--- src/rtl/crs_consts.svh ---
// timing and reset constants for the compressor remote sequencer
// assumes a 100 MHz core clock and a 1 ms internal time base
`ifndef CRS_CONSTS_SVH
`define CRS_CONSTS_SVH

`define CRS_CLK_HZ 100000000
`define CRS_TICK_HZ 1000
`define CRS_MS_W 13
`define CRS_QW 9
`define CRS_QUAL_MS 300
`define CRS_INIT_MS 5000
`define CRS_SETTLE_MS 5000
`define CRS_BROWNOUT_MS 2000
`define CRS_ALARM_OFF_MS 2000
`define CRS_ALARM_ON_MS 500

`endif

--- src/rtl/crs_pkg.sv ---
// types shared by the compressor remote sequencer
// constants live in crs_consts.svh
package crs_pkg;

    typedef enum logic [4:0] {
        CRS_ST_INIT = 5'h01,
        CRS_ST_IDLE = 5'h02,
        CRS_ST_SETTLE = 5'h04,
        CRS_ST_RUN = 5'h08,
        CRS_ST_PWRLOSS = 5'h10
    } crs_state_t;

    typedef struct packed {
        logic run_pulse;
        logic halt_hold;
        logic run_level;
        logic [1:0] cooler;
        logic fault;
        logic panel_reset;
        logic power_good;
    } crs_pins_t;

endpackage : crs_pkg

--- src/rtl/crs_top.sv ---
// remote discrete-signal sequencer of a cryogenic compressor
// assumes all I_ pins other than clock and reset are asynchronous contacts,
// and that the logic stays powered through a mains dip (I_POWER_GOOD low)
//
// Functional notes
// - momentary start after pulse held over 0.3 s
// - momentary stop after halt released over 0.3 s
// - alternate mode follows run level command
// - running compressor follows each cooler command
// - no cooler acknowledge while compressor stopped
// - running acknowledge once compressor has started
// - alarm latched on fault, panel reset clears
// - alarm pulses 2 s off, 0.5 s on
// - cooler acknowledge once that channel started
// - alternate and cooler acknowledges follow commands within a few cycles, momentary ones just over 0.3 s
// - commands ignored, outputs other than alarm and O_MODE_ALTERNATE quiet 5 s after power-on
// - quick restart or dip delays acknowledge 5 s
// - momentary auto-restart after dip under 2 s
// - alternate restarts on recovery if level active
// - first command after power-up fixes mode
`timescale 1ns/1ps
`include "crs_consts.svh"

module crs_top #(
    parameter int unsigned TICK_CYC = `CRS_CLK_HZ / `CRS_TICK_HZ
) (
    // clock and reset
    input wire logic I_CLK,
    input wire logic I_ARST_N,
    // compressor commands from the equipment
    input wire logic I_RUN_REQUEST_PULSE,
    input wire logic I_HALT_REQUEST_HOLD,
    input wire logic I_RUN_LEVEL_COMMAND,
    input wire logic I_COOLER1_COMMAND,
    input wire logic I_COOLER2_COMMAND,
    // unit status
    input wire logic I_FAULT,
    input wire logic I_PANEL_RESET,
    input wire logic I_POWER_GOOD,
    // drives inside the unit
    output logic O_COMP_RUN,
    output logic O_COOLER1_RUN,
    output logic O_COOLER2_RUN,
    // answers to the equipment
    output logic O_RUNNING_ACK,
    output logic O_COOLER1_ACK,
    output logic O_COOLER2_ACK,
    output logic O_ALARM,
    // mode status
    output logic O_MODE_FIXED,
    output logic O_MODE_ALTERNATE
);

    localparam logic [`CRS_QW-1:0] QUAL = `CRS_QW'(`CRS_QUAL_MS);
    localparam logic [`CRS_QW-1:0] QUAL_OVER = `CRS_QW'(`CRS_QUAL_MS + 1);
    localparam logic [16:0] TICK_LAST = 17'(TICK_CYC - 1);

    // holds a count while act is high, advancing on ticks up to a ceiling
    function automatic logic [`CRS_QW-1:0] crs_count(input logic [`CRS_QW-1:0] c, input logic act,
                                                      input logic t, input logic [`CRS_QW-1:0] top);
        crs_count = c;
        if (!act) begin
            crs_count = '0;
        end else if (t && c != top) begin
            crs_count = c + `CRS_QW'(1);
        end
    endfunction : crs_count

    // input synchronisers
    crs_pkg::crs_pins_t pin_raw;
    crs_pkg::crs_pins_t pin_meta;
    crs_pkg::crs_pins_t pin;

    assign pin_raw = {I_RUN_REQUEST_PULSE, I_HALT_REQUEST_HOLD, I_RUN_LEVEL_COMMAND,
                      I_COOLER2_COMMAND, I_COOLER1_COMMAND, I_FAULT, I_PANEL_RESET, I_POWER_GOOD};

    always_ff @(posedge I_CLK or negedge I_ARST_N) begin
        if (!I_ARST_N) begin
            pin_meta <= '0;
            pin <= '0;
        end else begin
            pin_meta <= pin_raw;
            pin <= pin_meta;
        end
    end

    // 1 ms time base
    logic [16:0] tick_cnt;
    logic [16:0] next_tick_cnt;
    logic tick;
    logic next_tick;

    always_comb begin
        next_tick = (tick_cnt == TICK_LAST);
        next_tick_cnt = next_tick ? 17'h00000 : tick_cnt + 17'h00001;
    end

    always_ff @(posedge I_CLK or negedge I_ARST_N) begin
        if (!I_ARST_N) begin
            tick_cnt <= 17'h00000;
            tick <= 1'b0;
        end else begin
            tick_cnt <= next_tick_cnt;
            tick <= next_tick;
        end
    end

    // command qualification
    crs_pkg::crs_state_t state;
    crs_pkg::crs_state_t next_state;
    logic [`CRS_QW-1:0] start_cnt;
    logic [`CRS_QW-1:0] stop_cnt;
    logic [`CRS_QW-1:0] since_stop;
    logic [`CRS_QW-1:0] next_start_cnt;
    logic [`CRS_QW-1:0] next_stop_cnt;
    logic [`CRS_QW-1:0] next_since_stop;
    logic start_q;
    logic stop_q;

    always_comb begin
        next_start_cnt = crs_count(start_cnt, pin.run_pulse, tick, QUAL_OVER);
        next_stop_cnt = crs_count(stop_cnt, !pin.halt_hold, tick, QUAL_OVER);
        next_since_stop = crs_count(since_stop, state != crs_pkg::CRS_ST_RUN, tick, QUAL);
    end

    always_ff @(posedge I_CLK or negedge I_ARST_N) begin
        if (!I_ARST_N) begin
            start_cnt <= '0;
            stop_cnt <= '0;
            since_stop <= QUAL;
        end else begin
            start_cnt <= next_start_cnt;
            stop_cnt <= next_stop_cnt;
            since_stop <= next_since_stop;
        end
    end

    assign start_q = (start_cnt == QUAL_OVER);
    assign stop_q = (stop_cnt == QUAL_OVER);

    // alarm latch and pulses
    logic alarm_latch;
    logic next_alarm_latch;
    logic [`CRS_MS_W-1:0] alarm_tmr;
    logic [`CRS_MS_W-1:0] next_alarm_tmr;
    logic pg_prev;

    always_comb begin
        // a fault present in the clearing cycle keeps the latch set
        next_alarm_latch = pin.fault || (alarm_latch && !pin.panel_reset);
        next_alarm_tmr = alarm_tmr;
        if (pg_prev && !pin.power_good) begin
            next_alarm_tmr = `CRS_MS_W'(`CRS_ALARM_OFF_MS);
        end else if (!pg_prev && pin.power_good && state == crs_pkg::CRS_ST_INIT) begin
            next_alarm_tmr = `CRS_MS_W'(`CRS_ALARM_ON_MS);
        end else if (tick && alarm_tmr != '0) begin
            next_alarm_tmr = alarm_tmr - `CRS_MS_W'(1);
        end
    end

    always_ff @(posedge I_CLK or negedge I_ARST_N) begin
        if (!I_ARST_N) begin
            alarm_latch <= 1'b0;
            alarm_tmr <= '0;
            pg_prev <= 1'b0;
        end else begin
            alarm_latch <= next_alarm_latch;
            alarm_tmr <= next_alarm_tmr;
            pg_prev <= pin.power_good;
        end
    end

    // sequencer
    logic [`CRS_MS_W-1:0] tmr;
    logic [`CRS_MS_W-1:0] next_tmr;
    logic mode_set;
    logic mode_alt;
    logic was_run;
    logic next_mode_set;
    logic next_mode_alt;
    logic next_was_run;
    logic run_cmd;
    logic stop_cmd;

    always_comb begin
        run_cmd = mode_alt ? pin.run_level : (start_q && pin.halt_hold);
        stop_cmd = mode_alt ? !pin.run_level : stop_q;
        next_state = state;
        next_tmr = tmr;
        next_mode_set = mode_set;
        next_mode_alt = mode_alt;
        next_was_run = was_run;
        if (tick && tmr != {`CRS_MS_W{1'b1}}) begin
            next_tmr = tmr + `CRS_MS_W'(1);
        end
        case (state)
            crs_pkg::CRS_ST_INIT: begin
                // a long outage lands here too, so mode is learnt afresh
                next_mode_set = 1'b0;
                if (!pin.power_good) begin
                    next_tmr = '0;
                end else if (tmr >= `CRS_MS_W'(`CRS_INIT_MS)) begin
                    next_state = crs_pkg::CRS_ST_IDLE;
                end
            end
            crs_pkg::CRS_ST_IDLE: begin
                next_tmr = '0;
                next_was_run = 1'b0;
                if (!pin.power_good) begin
                    next_state = crs_pkg::CRS_ST_PWRLOSS;
                end else if (!mode_set) begin
                    if (pin.run_level) begin
                        next_mode_set = 1'b1;
                        next_mode_alt = 1'b1;
                    end else if (start_q) begin
                        next_mode_set = 1'b1;
                        next_mode_alt = 1'b0;
                    end
                end else if (run_cmd && !alarm_latch) begin
                    // restart right after a stop waits for the pressure to settle
                    next_state = (since_stop < QUAL) ? crs_pkg::CRS_ST_SETTLE : crs_pkg::CRS_ST_RUN;
                end
            end
            crs_pkg::CRS_ST_SETTLE: begin
                if (!pin.power_good) begin
                    next_state = crs_pkg::CRS_ST_PWRLOSS;
                    next_tmr = '0;
                    next_was_run = 1'b1;
                end else if (stop_cmd || alarm_latch) begin
                    next_state = crs_pkg::CRS_ST_IDLE;
                end else if (tmr >= `CRS_MS_W'(`CRS_SETTLE_MS)) begin
                    next_state = crs_pkg::CRS_ST_RUN;
                end
            end
            crs_pkg::CRS_ST_RUN: begin
                next_tmr = '0;
                if (!pin.power_good) begin
                    next_state = crs_pkg::CRS_ST_PWRLOSS;
                    next_was_run = 1'b1;
                end else if (stop_cmd || alarm_latch) begin
                    next_state = crs_pkg::CRS_ST_IDLE;
                end
            end
            crs_pkg::CRS_ST_PWRLOSS: begin
                if (pin.power_good) begin
                    next_tmr = '0;
                    if (mode_set && (mode_alt ? pin.run_level : was_run) && !alarm_latch) begin
                        next_state = crs_pkg::CRS_ST_SETTLE;
                    end else begin
                        next_state = crs_pkg::CRS_ST_IDLE;
                    end
                end else if (tmr >= `CRS_MS_W'(`CRS_BROWNOUT_MS)) begin
                    next_state = crs_pkg::CRS_ST_INIT;
                    next_tmr = '0;
                end
            end
            default: begin
                next_state = crs_pkg::CRS_ST_INIT;
                next_tmr = '0;
            end
        endcase
    end

    always_ff @(posedge I_CLK or negedge I_ARST_N) begin
        if (!I_ARST_N) begin
            state <= crs_pkg::CRS_ST_INIT;
            tmr <= '0;
            mode_set <= 1'b0;
            mode_alt <= 1'b0;
            was_run <= 1'b0;
        end else begin
            state <= next_state;
            tmr <= next_tmr;
            mode_set <= next_mode_set;
            mode_alt <= next_mode_alt;
            was_run <= next_was_run;
        end
    end

    // output drives, all registered
    logic running;
    logic comp_run;
    logic run_ack;
    logic alarm;
    logic next_comp_run;
    logic next_run_ack;
    logic next_alarm;
    logic [1:0] cool_run;
    logic [1:0] cool_ack;

    assign running = (state == crs_pkg::CRS_ST_RUN);

    always_comb begin
        next_comp_run = running;
        next_run_ack = running && comp_run;
        next_alarm = alarm_latch || (alarm_tmr != '0);
    end

    always_ff @(posedge I_CLK or negedge I_ARST_N) begin
        if (!I_ARST_N) begin
            comp_run <= 1'b0;
            run_ack <= 1'b0;
            alarm <= 1'b0;
        end else begin
            comp_run <= next_comp_run;
            run_ack <= next_run_ack;
            alarm <= next_alarm;
        end
    end

    for (genvar i = 0; i < 2; i++) begin : g_cooler
        logic next_run;
        logic next_ack;
        always_comb begin
            next_run = running && pin.cooler[i];
            next_ack = next_run && cool_run[i];
        end
        always_ff @(posedge I_CLK or negedge I_ARST_N) begin
            if (!I_ARST_N) begin
                cool_run[i] <= 1'b0;
                cool_ack[i] <= 1'b0;
            end else begin
                cool_run[i] <= next_run;
                cool_ack[i] <= next_ack;
            end
        end
    end

    assign O_COMP_RUN = comp_run;
    assign O_COOLER1_RUN = cool_run[0];
    assign O_COOLER2_RUN = cool_run[1];
    assign O_RUNNING_ACK = run_ack;
    assign O_COOLER1_ACK = cool_ack[0];
    assign O_COOLER2_ACK = cool_ack[1];
    assign O_ALARM = alarm;
    assign O_MODE_FIXED = mode_set;
    assign O_MODE_ALTERNATE = mode_alt;

endmodule : crs_top

--- config.mk ---
export PLATFORM = sky130hd
export DESIGN_NAME = crs_top
export DESIGN_NICKNAME = d
export VERILOG_FILES = /design/src/rtl/crs_pkg.sv /design/src/rtl/crs_top.sv
export VERILOG_INCLUDE_DIRS = /design/src /design/src/rtl
export SDC_FILE = /design/constraint.sdc
export NUM_CORES = 1
export LEC_CHECK = 0
export BUFFER_PORTS_ARGS = -buffer_cell sky130_fd_sc_hd__buf_2
export CORE_ASPECT_RATIO = 0.8
export CORE_MARGIN = 1.5
export CORE_UTILIZATION = 40
export CTS_CLUSTER_SIZE = 14
export DETAILED_ROUTE_END_ITERATION = 10
export GPL_TIMING_DRIVEN = 0
export PLACE_DENSITY = 0.55
export SYNTH_ARGS = -nofsm -noshare
export SYNTH_HDL_FRONTEND = slang
export SYNTH_SLANG_ARGS = --single-unit
--- constraint.sdc ---
create_clock -name I_CLK -period 4.5 [get_ports I_CLK]
set_input_delay 0.45 -clock I_CLK [delete_from_list [all_inputs] [get_ports I_CLK]]
set_output_delay 0.45 -clock I_CLK [all_outputs]
set_load 0.02 [all_outputs]
==> run summary, run 1 <==
DRT Pass-1 Iters: 4
Hold_ws: 111 ps
Drt via density: 5.15
Pre-CTS setup slack: 2300 ps
CP peak stage delay: 500 ps
Sequential cell area: 2610 µm²
Yosys top cell by area: dfrtp_1
Area growth syn-to-layout: 13.1%
Pleak: 2.41 nW
Final Wtd Congestion: 0.835
Boundary Pins: 19
Initial DRC count: 150
Slew Limit Headroom: 59.4%
Critical Path RT: 4720 ps
Largest net degree at the start of global routing: 60
Reg clk slew, reported paths: 70 ps
Number of synthesized flops with an enable pin: 0
Final min period: 2230 ps
Ant. Diodes: 0
Crit-path cells: ha_1 > and4_1 > a311oi_1 > nand2_1 > or3_1 > nand4b_1 > o21ai_0
I/O Buffers: 18
Post-CTS Setup Repair Bufs: 0
Crit. End Element: register
CTS max path bufs: 2
Number of max-cap violations: 0
Area taken by multi-input logic gates: 2220 µm²
Antenna violations before repair: 0
Sequential share of the synthesized area: 52.7%
Worst EP arrival: 2450 ps
Post-route worst setup slack: 2270 ps
Slowest CP cell: a311oi_1
Core area: 12100 µm²
CTS sink count: 104
CTS tree: built
Filler Cell Count: 1136
Clock insertion delay at the later pin of the skew report: 350 ps
Syn_nets: 502
Worst-margin pin slew: 609 ps
Commonest non-fill, non-tap cell in the layout: dfrtp_1
Status: finished, final reports clean
Die Y: 103 µm
Hold-fix buffers, CTS: 0
Post-synth top flop: dfrtp_1
Fraction of layout cells with a size suffix above 1: 10.9%
Routed wire length: 8920 µm
CTS resizes: 0
Syn Area/Cell: 10.3 µm²
Final Max Tran Viols: 0
Final setup vio count: 0
Synth top area share: 50.0%
Setup_tns: 0 ps
Worst R2R Setup Slack: 2270 ps
Total grt overflow: 0
Synth Instances: 481
Achievable Freq: 0.447 GHz
# DRC: 0
Yosys cell types: 60
Most frequent cells in the layout: 99 x dfrtp_1, 62 x nor2_1, 36 x nand2_1, 27 x xnor2_1, 27 x xor2_1
Chip width: 127 µm
Final core occ: 46.2%
Crit start category: register
Vias in the first global route: 3250
Overall routing resource usage: 15.3%
Async S/R FF share, synth: 100%
Hold Crit Class: primary input to async pin
RSZ-0062 raised after global routing: false
#FFs+latches synth: 104
Worst VDD drop: 0.277 mV
Antenna-violating nets left: 0
Post-Syn Area: 4950 µm²
Yosys warnings: 0
Period Utilization, post-route: 49.7%
CP max FO: 5
Drt wl/cell: 13.4 µm
CTS H-tree depth: 3
Clock skew: 6.81 ps
Total power divided by cell area: 335 nW/µm²
Power Total: 1.88 mW
Num CTS Buffers: 9
First-pass GRT wire length: 15600 µm
Starting Density: 40.9%
Final nets: 532
Critical path class: register to register
Clock root buffer: clkbuf_16
Die Area: 13100 µm²
Synth top area cells: dfrtp_1 50%, xnor2_1 4.8%, xor2_1 4.8%
Number of hold violations in the final report: 0
Core Rows: 36
HPWL after DPL: 6160 µm
Vias: 3442
## stage by stage
stage | area (µm²) | std cells
2_1_floorplan | 4950 | 481
3_3_place_gp | 5230 | 651
3_5_place_dp | 5260 | 652
4_1_cts | 5600 | 668
5_1_grt | 5600 | 668
6_report | 5600 | 668
## registers in the layout (all words and copies together) (netlist names), 5 cells and up
name / count
tick_cnt: 17
alarm_tmr: 13
tmr: 13
since_stop: 9
start_cnt: 9
stop_cnt: 9
pin: 8
pin_meta: 8
state: 5
## cells in the mapped netlist, types with 3 or more instances
cell,instances
and4_1,4
a21oi_1,15
dfstp_2,5
o21ai_0,22
nor3_1,12
xor2_1,27
clkbuf_1,5
dfrtp_1,99
nand2_1,36
nor4b_1,3
nand4_1,24
xnor2_1,27
nand3_1,17
or3_1,8
o211ai_1,3
ha_1,11
nor2_1,62
o21ai_1,3
and3_1,6
inv_1,18
and2_1,14
nor2b_1,7
nor4_1,4
## worst max-delay path: cells and delay by family, from the launching register on
family	cells	cell delay, ps
adder cells (fa/ha/maj)	1	210
flip-flops	1	430
AO/OA/AOI/OAI	2	630
AND/OR/NAND/NOR	4	830
## cell families (layout without fill, tap and decap cells)
logic type / count (synthesis) / in the layout / share of synthesized area [%]
AND/OR/NAND/NOR: 215 / 215 / 23.0
flip-flops: 104 / 104 / 52.7
AO/OA/AOI/OAI: 67 / 67 / 9.07
XOR/XNOR: 54 / 54 / 9.55
buffers and inverters: 28 / 63 / 2.50
adder cells (fa/ha/maj): 11 / 11 / 2.78
multiplexers: 2 / 2 / 0.404
## area by class of cell
class / instances / share of cell area (%)
inverter: 18 / 1.21
tap: 152 / 3.40
buffer: 10 / 1.01
sequential: 104 / 46.6
timing repair buffer: 19 / 2.15
multi-input combinational: 349 / 39.6
clock inverter: 6 / 1.74
clock buffer: 10 / 4.27
## per-layer routing
metal	vias to the layer above	GRT usage, %	wire length, µm
met3	7	4.72	356
met2	41	22.6	3780
met1	1654	21.3	4650
met5	-	0	0
li1	1740	-	-
met4	0	5.68	129
## power breakdown
| part | switching (mW) | internal (mW) |
|---|---|---|
| clock network | 0.358 | 0.512 |
| registers | 0.0108 | 0.946 |
| logic | 0.0342 | 0.0161 |
| total | 0.403 | 1.47 |
## final timing paths
path | startpoint | end | cells past startpoint
hold / removal | I_ARST_N | start_cnt[7] | 1
setup reg to reg | stop_cnt[0] | state[1] | 7
min in group I_CLK | I_HALT_REQUEST_HOLD | pin_meta[6] | 1
setup / recovery | stop_cnt[0] | state[1] | 7
hold reg to reg | pin_meta[6] | pin[6] | 0
max in group asynchronous | I_ARST_N | since_stop[5] | 2
Power figures use the tool's default switching activity.
==> run 2: changes to the inputs <==
PLACE_DENSITY = 0.57   (was 0.55)
clock period = 1.8 ns   (was 4.5 ns; I/O delays follow)
==> run 2 against run 1 <==
The flow now finishes with violations (negative setup slack). Via count increased by 7.8%. Count of clock-buffer cells in the layout decreased by 1. First-iteration DRC count increased by 8.7%. Sequential share of layout area decreased by 4.5 points. Critical endpoint is now alarm_tmr[9].
==> run summary, run 2 (same netlist as run 1, synthesis figures left out) <==
Antenna-violating nets left: 0 (unchanged)
Ant. Diodes: 0 (unchanged)
Max reg flops: 17 (unchanged)
Worst-margin pin slew: 634 ps (+25.3 ps)
Reg clk slew, reported paths: 70 ps (about the same)
Cell Count, Final, Fillers Out: 708 (+6.0%)
Crit path buf inv count: 1 (+1)
Core area: 12100 µm² (unchanged)
Most frequent cells in the layout: 94 x dfrtp_1, 60 x nor2_1, 35 x buf_4, 34 x nand2_1, 25 x xor2_1
Levels on crit path: 8 (+1)
Num CTS Buffers: 9 (unchanged)
Overall routing resource usage: 16.2% (+0.91 points)
Final setup vio count: 18 (+18)
Number of max-cap violations: 0 (unchanged)
Critical Path RT: 2060 ps (-2660 ps)
Top flop regs: tick_cnt x17, alarm_tmr x13, tmr x13
CTS sink count: 104 (unchanged)
Inst Count DP: 652 (unchanged)
Total power divided by cell area: 759 nW/µm² (+130%)
Largest net degree at the start of global routing: 58 (-3.3%)
Final Wtd Congestion: 0.850 (+1.8%)
Worst Hold Depth: 0
CP top delay family: compound AO/OA/AOI/OAI gates
CTS tree: built
Pleak: 2.71 nW (+13%)
First-pass GRT wire length: 16700 µm (+7.3%)
Failing checks: negative setup slack
Starting Density: 40.9% (unchanged)
Routed wire length: 9960 µm (+12%)
Hold Crit Class: register to register
# DRC: 0 (unchanged)
Fraction of layout cells with a size suffix above 1: 25.0% (+14 points)
Total grt overflow: 0 (unchanged)
Drt wl/cell: 14.1 µm (+5.4%)
Worst VDD drop: 0.454 mV (+64%)
DRT Pass-1 Iters: 4 (unchanged)
Commonest non-fill, non-tap cell in the layout: dfrtp_1
Clock insertion delay at the later pin of the skew report: 350 ps (about the same)
Final nets: 572 (+7.5%)
Vias: 3710 (+7.8%)
Post-route worst setup slack: -195 ps (-2460 ps)
Crit start category: register
RSZ-0062 raised after global routing: true
Worst EP arrival: 2260 ps (-190 ps)
Crit-path cells: inv_2 > ha_1 > or4b_4 > o31ai_4 > nor2_1 > xnor2_1 > o21a_1 > a21oi_1
Clock skew: 7.21 ps (+0.396 ps)
Slew Limit Headroom: 57.7% (-1.7 points)
Critical path class: register to register
Slowest CP cell: or4b_4
Chip width: 127 µm (unchanged)
CTS max path bufs: 2 (unchanged)
Number of hold violations in the final report: 0 (unchanged)
CTS H-tree depth: 3 (unchanged)
Achievable Freq: 0.501 GHz (+12%)
R2R depth: 8 (+1)
Pre-CTS setup slack: -359 ps (-2650 ps)
Period Utilization, post-route: 111% (+61 points)
Crit. End Element: register
Boundary Pins: 19 (unchanged)
Antenna violations before repair: 0 (unchanged)
Setup_tns: -1870 ps (-1870 ps)
HPWL after DPL: 6360 µm (+3.2%)
I/O Buffers: 18 (unchanged)
Die Y: 103 µm (unchanged)
Core Rows: 36 (unchanged)
Clock root buffer: clkbuf_16
Initial DRC count: 163 (+8.7%)
Hold_ws: 350 ps (+239 ps)
Status: finished, violations left
Reg with most FFs: tick_cnt
Drt via density: 5.24 (+1.7%)
CP peak stage delay: 490 ps (about the same)
Area growth syn-to-layout: 25.5%
Final min period: 2000 ps (-240 ps)
Die Area: 13100 µm² (unchanged)
CP max FO: 3 (-2)
Final Max Tran Viols: 0 (unchanged)
Vias in the first global route: 3551 (+9.3%)
-- run 2: area by class of cell --
cell class | instances | area [µm²]
fillers | 1021 | 5900
flip-flops and latches | 104 | 2620
multi-input cells | 349 | 2470
repair buffers | 64 | 492
clock buffers | 9 | 225
well taps | 152 | 190
clock inverters | 7 | 109
inverters | 18 | 67.6
plain buffers | 5 | 41.3
-- run 2: timing repair --
action / in CTS / in global routing
pin swaps: 19 / 36
hold buffers: 9 / 0
hold endpoints to repair: 51 / 0
setup buffers: 17 / 19
setup endpoints to repair: 40 / 56
resized for setup: 24 / 45
-- run 2: power by group --
group          switching [mW]  internal [mW]
sequential             0.0307           2.37
combinational          0.0952         0.0685
clock                   0.908           1.25
total                    1.03           3.68
-- run 2: final timing paths --
check,slack [ps],start,endpoint
worst max-delay path,-200,alarm_tmr[0],alarm_tmr[9]
worst min-delay path,350,pin_meta[4],pin[4]
worst max register to register,-200,alarm_tmr[0],alarm_tmr[9]
worst min register to register,350,pin_meta[4],pin[4]
max in group asynchronous,670,I_ARST_N,since_stop[5]
min in group asynchronous,400,I_ARST_N,start_cnt[7]
-- run 2: per-layer routing --
layer  global-route usage (%)  share of wire [%]
met5                        0                  0
met4                     5.77                1.6
met3                     4.15                3.4
met2                     25.2                 47
met1                     22.2                 48
-- run 2: through the flow --
stage	instance area (µm²)	power [mW]	utilization [%]
after floorplan	4960	2.49	-
after global placement	5240	2.56	43.3
after detailed placement	5270	2.57	43.5
after CTS	5910	4.79	48.8
after global routing	6210	4.93	51.3
final	6210	4.72	51.3
==> run 3: changes to the inputs <==
GPL_TIMING_DRIVEN = unset   (was 0)
TNS_END_PERCENT = 5   (was unset)
==> run 3 against run 2 <==
The run still ends with negative setup slack left. Worst hold slack got worse by 32 ps. Count of clock-buffer cells in the layout unchanged. Core utilization decreased by 0.81 points. First-iteration DRC count increased by 18%. Combinational power increased by 13%. Cell area decreased by 1.6%. Sequential cell count unchanged. Critical path type unchanged. Maximum frequency increased by 0.27%. Die area unchanged.
==> run summary, run 3 (same netlist as run 1, synthesis figures left out) <==
Status: finished, violations left
Failing checks: negative setup slack
CP peak stage delay: 500 ps (about the same)
Worst EP arrival: 2220 ps (-40 ps)
Number of hold violations in the final report: 0 (unchanged)
Critical path class: register to register
Starting Density: 40.9% (unchanged)
Drt via density: 5.16 (-1.5%)
FF-to-FF Start: alarm_tmr[0]
Final Wtd Congestion: 0.854 (+0.55%)
Crit start category: register
Sw Pwr: 1.07 mW (+4.0%)
Post-route worst setup slack: -190 ps (+5.40 ps)
Chip width: 127 µm (unchanged)
Routed wire length: 9920 µm (-0.41%)
Die Area: 13100 µm² (unchanged)
Crit-path cells: inv_2 > ha_1 > or4b_4 > o311a_4 > nand2_1 > xor2_2 > o21ai_1 > a21boi_1
Core area: 12100 µm² (unchanged)
Hold Crit Class: primary input to async pin
Crit. End Element: register
CP max FO: 3 (unchanged)
CTS sink count: 104 (unchanged)
Final setup vio count: 16 (-2)
Total grt overflow: 0 (unchanged)
Logic pwr share: 4.0% (+0.5 points)
Antenna violations before repair: 0 (unchanged)
Slew Limit Headroom: 59.9% (+2.1 points)
Clock insertion delay at the later pin of the skew report: 350 ps (about the same)
Top flop regs: tick_cnt x17, alarm_tmr x13, tmr x13
Final min period: 1990 ps (-5.40 ps)
Final Max Tran Viols: 0 (unchanged)
Critical Path Source: alarm_tmr[0]
Total power divided by cell area: 759 nW/µm² (-0.11%)
Largest net degree at the start of global routing: 50 (-14%)
# DRC: 0 (unchanged)
Worst-margin pin slew: 596 ps (-37.4 ps)
I/O Buffers: 18 (unchanged)
DRT Pass-1 Iters: 4 (unchanged)
Die Y: 103 µm (unchanged)
CTS H-tree depth: 3 (unchanged)
Fraction of layout cells with a size suffix above 1: 22.0% (-3.0 points)
Boundary Pins: 19 (unchanged)
Internal: 3.56 mW (-3.3%)
Pleak: 2.72 nW (+0.38%)
CTS tree: built
Drt wl/cell: 13.6 µm (-3.1%)
Switch share: 23.2% (+1.3 points)
Period Utilization, post-route: 111% (-0.30 points)
Power Total: 4.64 mW (-1.7%)
Antenna-violating nets left: 0 (unchanged)
Ant. Diodes: 0 (unchanged)
Sequential share of power: 51.4% (+0.6 points)
Clock skew: 8.38 ps (+1.17 ps)
RSZ-0062 raised after global routing: true
Vias in the first global route: 3661 (+3.1%)
Most frequent cells in the layout: 99 x dfrtp_1, 61 x nor2_1, 61 x buf_4, 35 x nand2_1, 27 x xnor2_1
Filler Cell Count: 1117 (+9.4%)
Critical Path RT: 2030 ps (-30 ps)
Achievable Freq: 0.503 GHz (+0.27%)
Initial DRC count: 193 (+18%)
Vias: 3756 (+1.2%)
Setup_tns: -1810 ps (+62.7 ps)
Number of max-cap violations: 0 (unchanged)
Overall routing resource usage: 16.9% (+0.72 points)
Worst VDD drop: 0.481 mV (+5.8%)
HPWL after DPL: 7080 µm (+11%)
Core Rows: 36 (unchanged)
Final core occ: 50.5% (-0.81 points)
Clock root buffer: clkbuf_16
First-pass GRT wire length: 17500 µm (+4.7%)
Reg clk slew, reported paths: 80 ps (about the same)
Slowest CP cell: or4b_4
Final nets: 592 (+3.5%)
CTS max path bufs: 2 (unchanged)
Commonest non-fill, non-tap cell in the layout: dfrtp_1
Area growth syn-to-layout: 23.5%
Num CTS Buffers: 9 (unchanged)
Reg with most FFs: tick_cnt
Max reg flops: 17 (unchanged)
Clock power frac: 44.6% (-1.1 points)
## run 3: cell count changes in the layout (fill, tap and decap cells not counted), moves of 4 or more
cell,previous run,this run
dfrtp_1,94,99
dfrtp_2,5,0
buf_4,35,61
nor4b_4,4,0
o21ai_2,5,1
## run 3: worst max-delay path: cells and delay by family, from the launching register on
family | cells | cell delay [ps]
AO/OA/AOI/OAI | 3 | 520
XOR/XNOR | 1 | 160
adder cells (fa/ha/maj) | 1 | 140
buffers and inverters | 1 | 60
flip-flops | 1 | 390
AND/OR/NAND/NOR | 2 | 610
## run 3: final timing paths
check                                 to  slack (ps)  cells after the start
hold reg to reg                   pin[2]         350                      0
max in group asynchronous  since_stop[5]         840                      3
setup reg to reg           alarm_tmr[10]        -190                      8
hold / removal              O_MODE_FIXED         320                      2
setup / recovery           alarm_tmr[10]        -190                      8
min in group I_CLK                pin[2]         350                      0
## run 3: metrics by stage
stage	std cells	hold slack, ps	instance area, µm²	setup slack, ps
2_1_floorplan	481	-116	4960	-133
3_3_place_gp	703	154	5660	-147
3_5_place_dp	703	153	5660	-207
4_1_cts	728	318	6090	-200
5_1_grt	728	347	6120	-289
6_report	728	318	6120	-190
## run 3: final cells by class
class,count,area (µm²),share of cell area (%)
flip-flops and latches,104,2610,42.7
clock buffers,9,225,3.68
well taps,152,190,3.11
inverters,18,67.6,1.10
clock inverters,7,95.1,1.55
multi-input cells,349,2260,37.0
repair buffers,89,664,10.9
## run 3: repair_timing
item	in CTS	in global routing
hold endpoints to repair	33	0
setup buffers	0	0
pin swaps	4	15
hold buffers	9	0
setup endpoints to repair	18	42
resized for setup	6	12
## run 3: layer usage
| layer | GRT usage, % | share of wire (%) | vias up |
|---|---|---|---|
| met5 | 0 | 0 | - |
| met4 | 4.37 | 1.0 | 0 |
| met3 | 4.46 | 3.7 | 12 |
| met2 | 26.5 | 45 | 71 |
| met1 | 23.6 | 50 | 1816 |
| li1 | - | - | 1857 |
## run 3: power groups by stage
stage / combinational [mW] / clock, mW / sequential (mW)
global route: 0.207 / 2.23 / 2.39
detailed placement: 0.171 / 0 / 2.43
CTS: 0.188 / 2.14 / 2.39
global placement: 0.168 / 0 / 2.43
finish: 0.185 / 2.07 / 2.39
floorplan: 0.0565 / 0 / 2.43
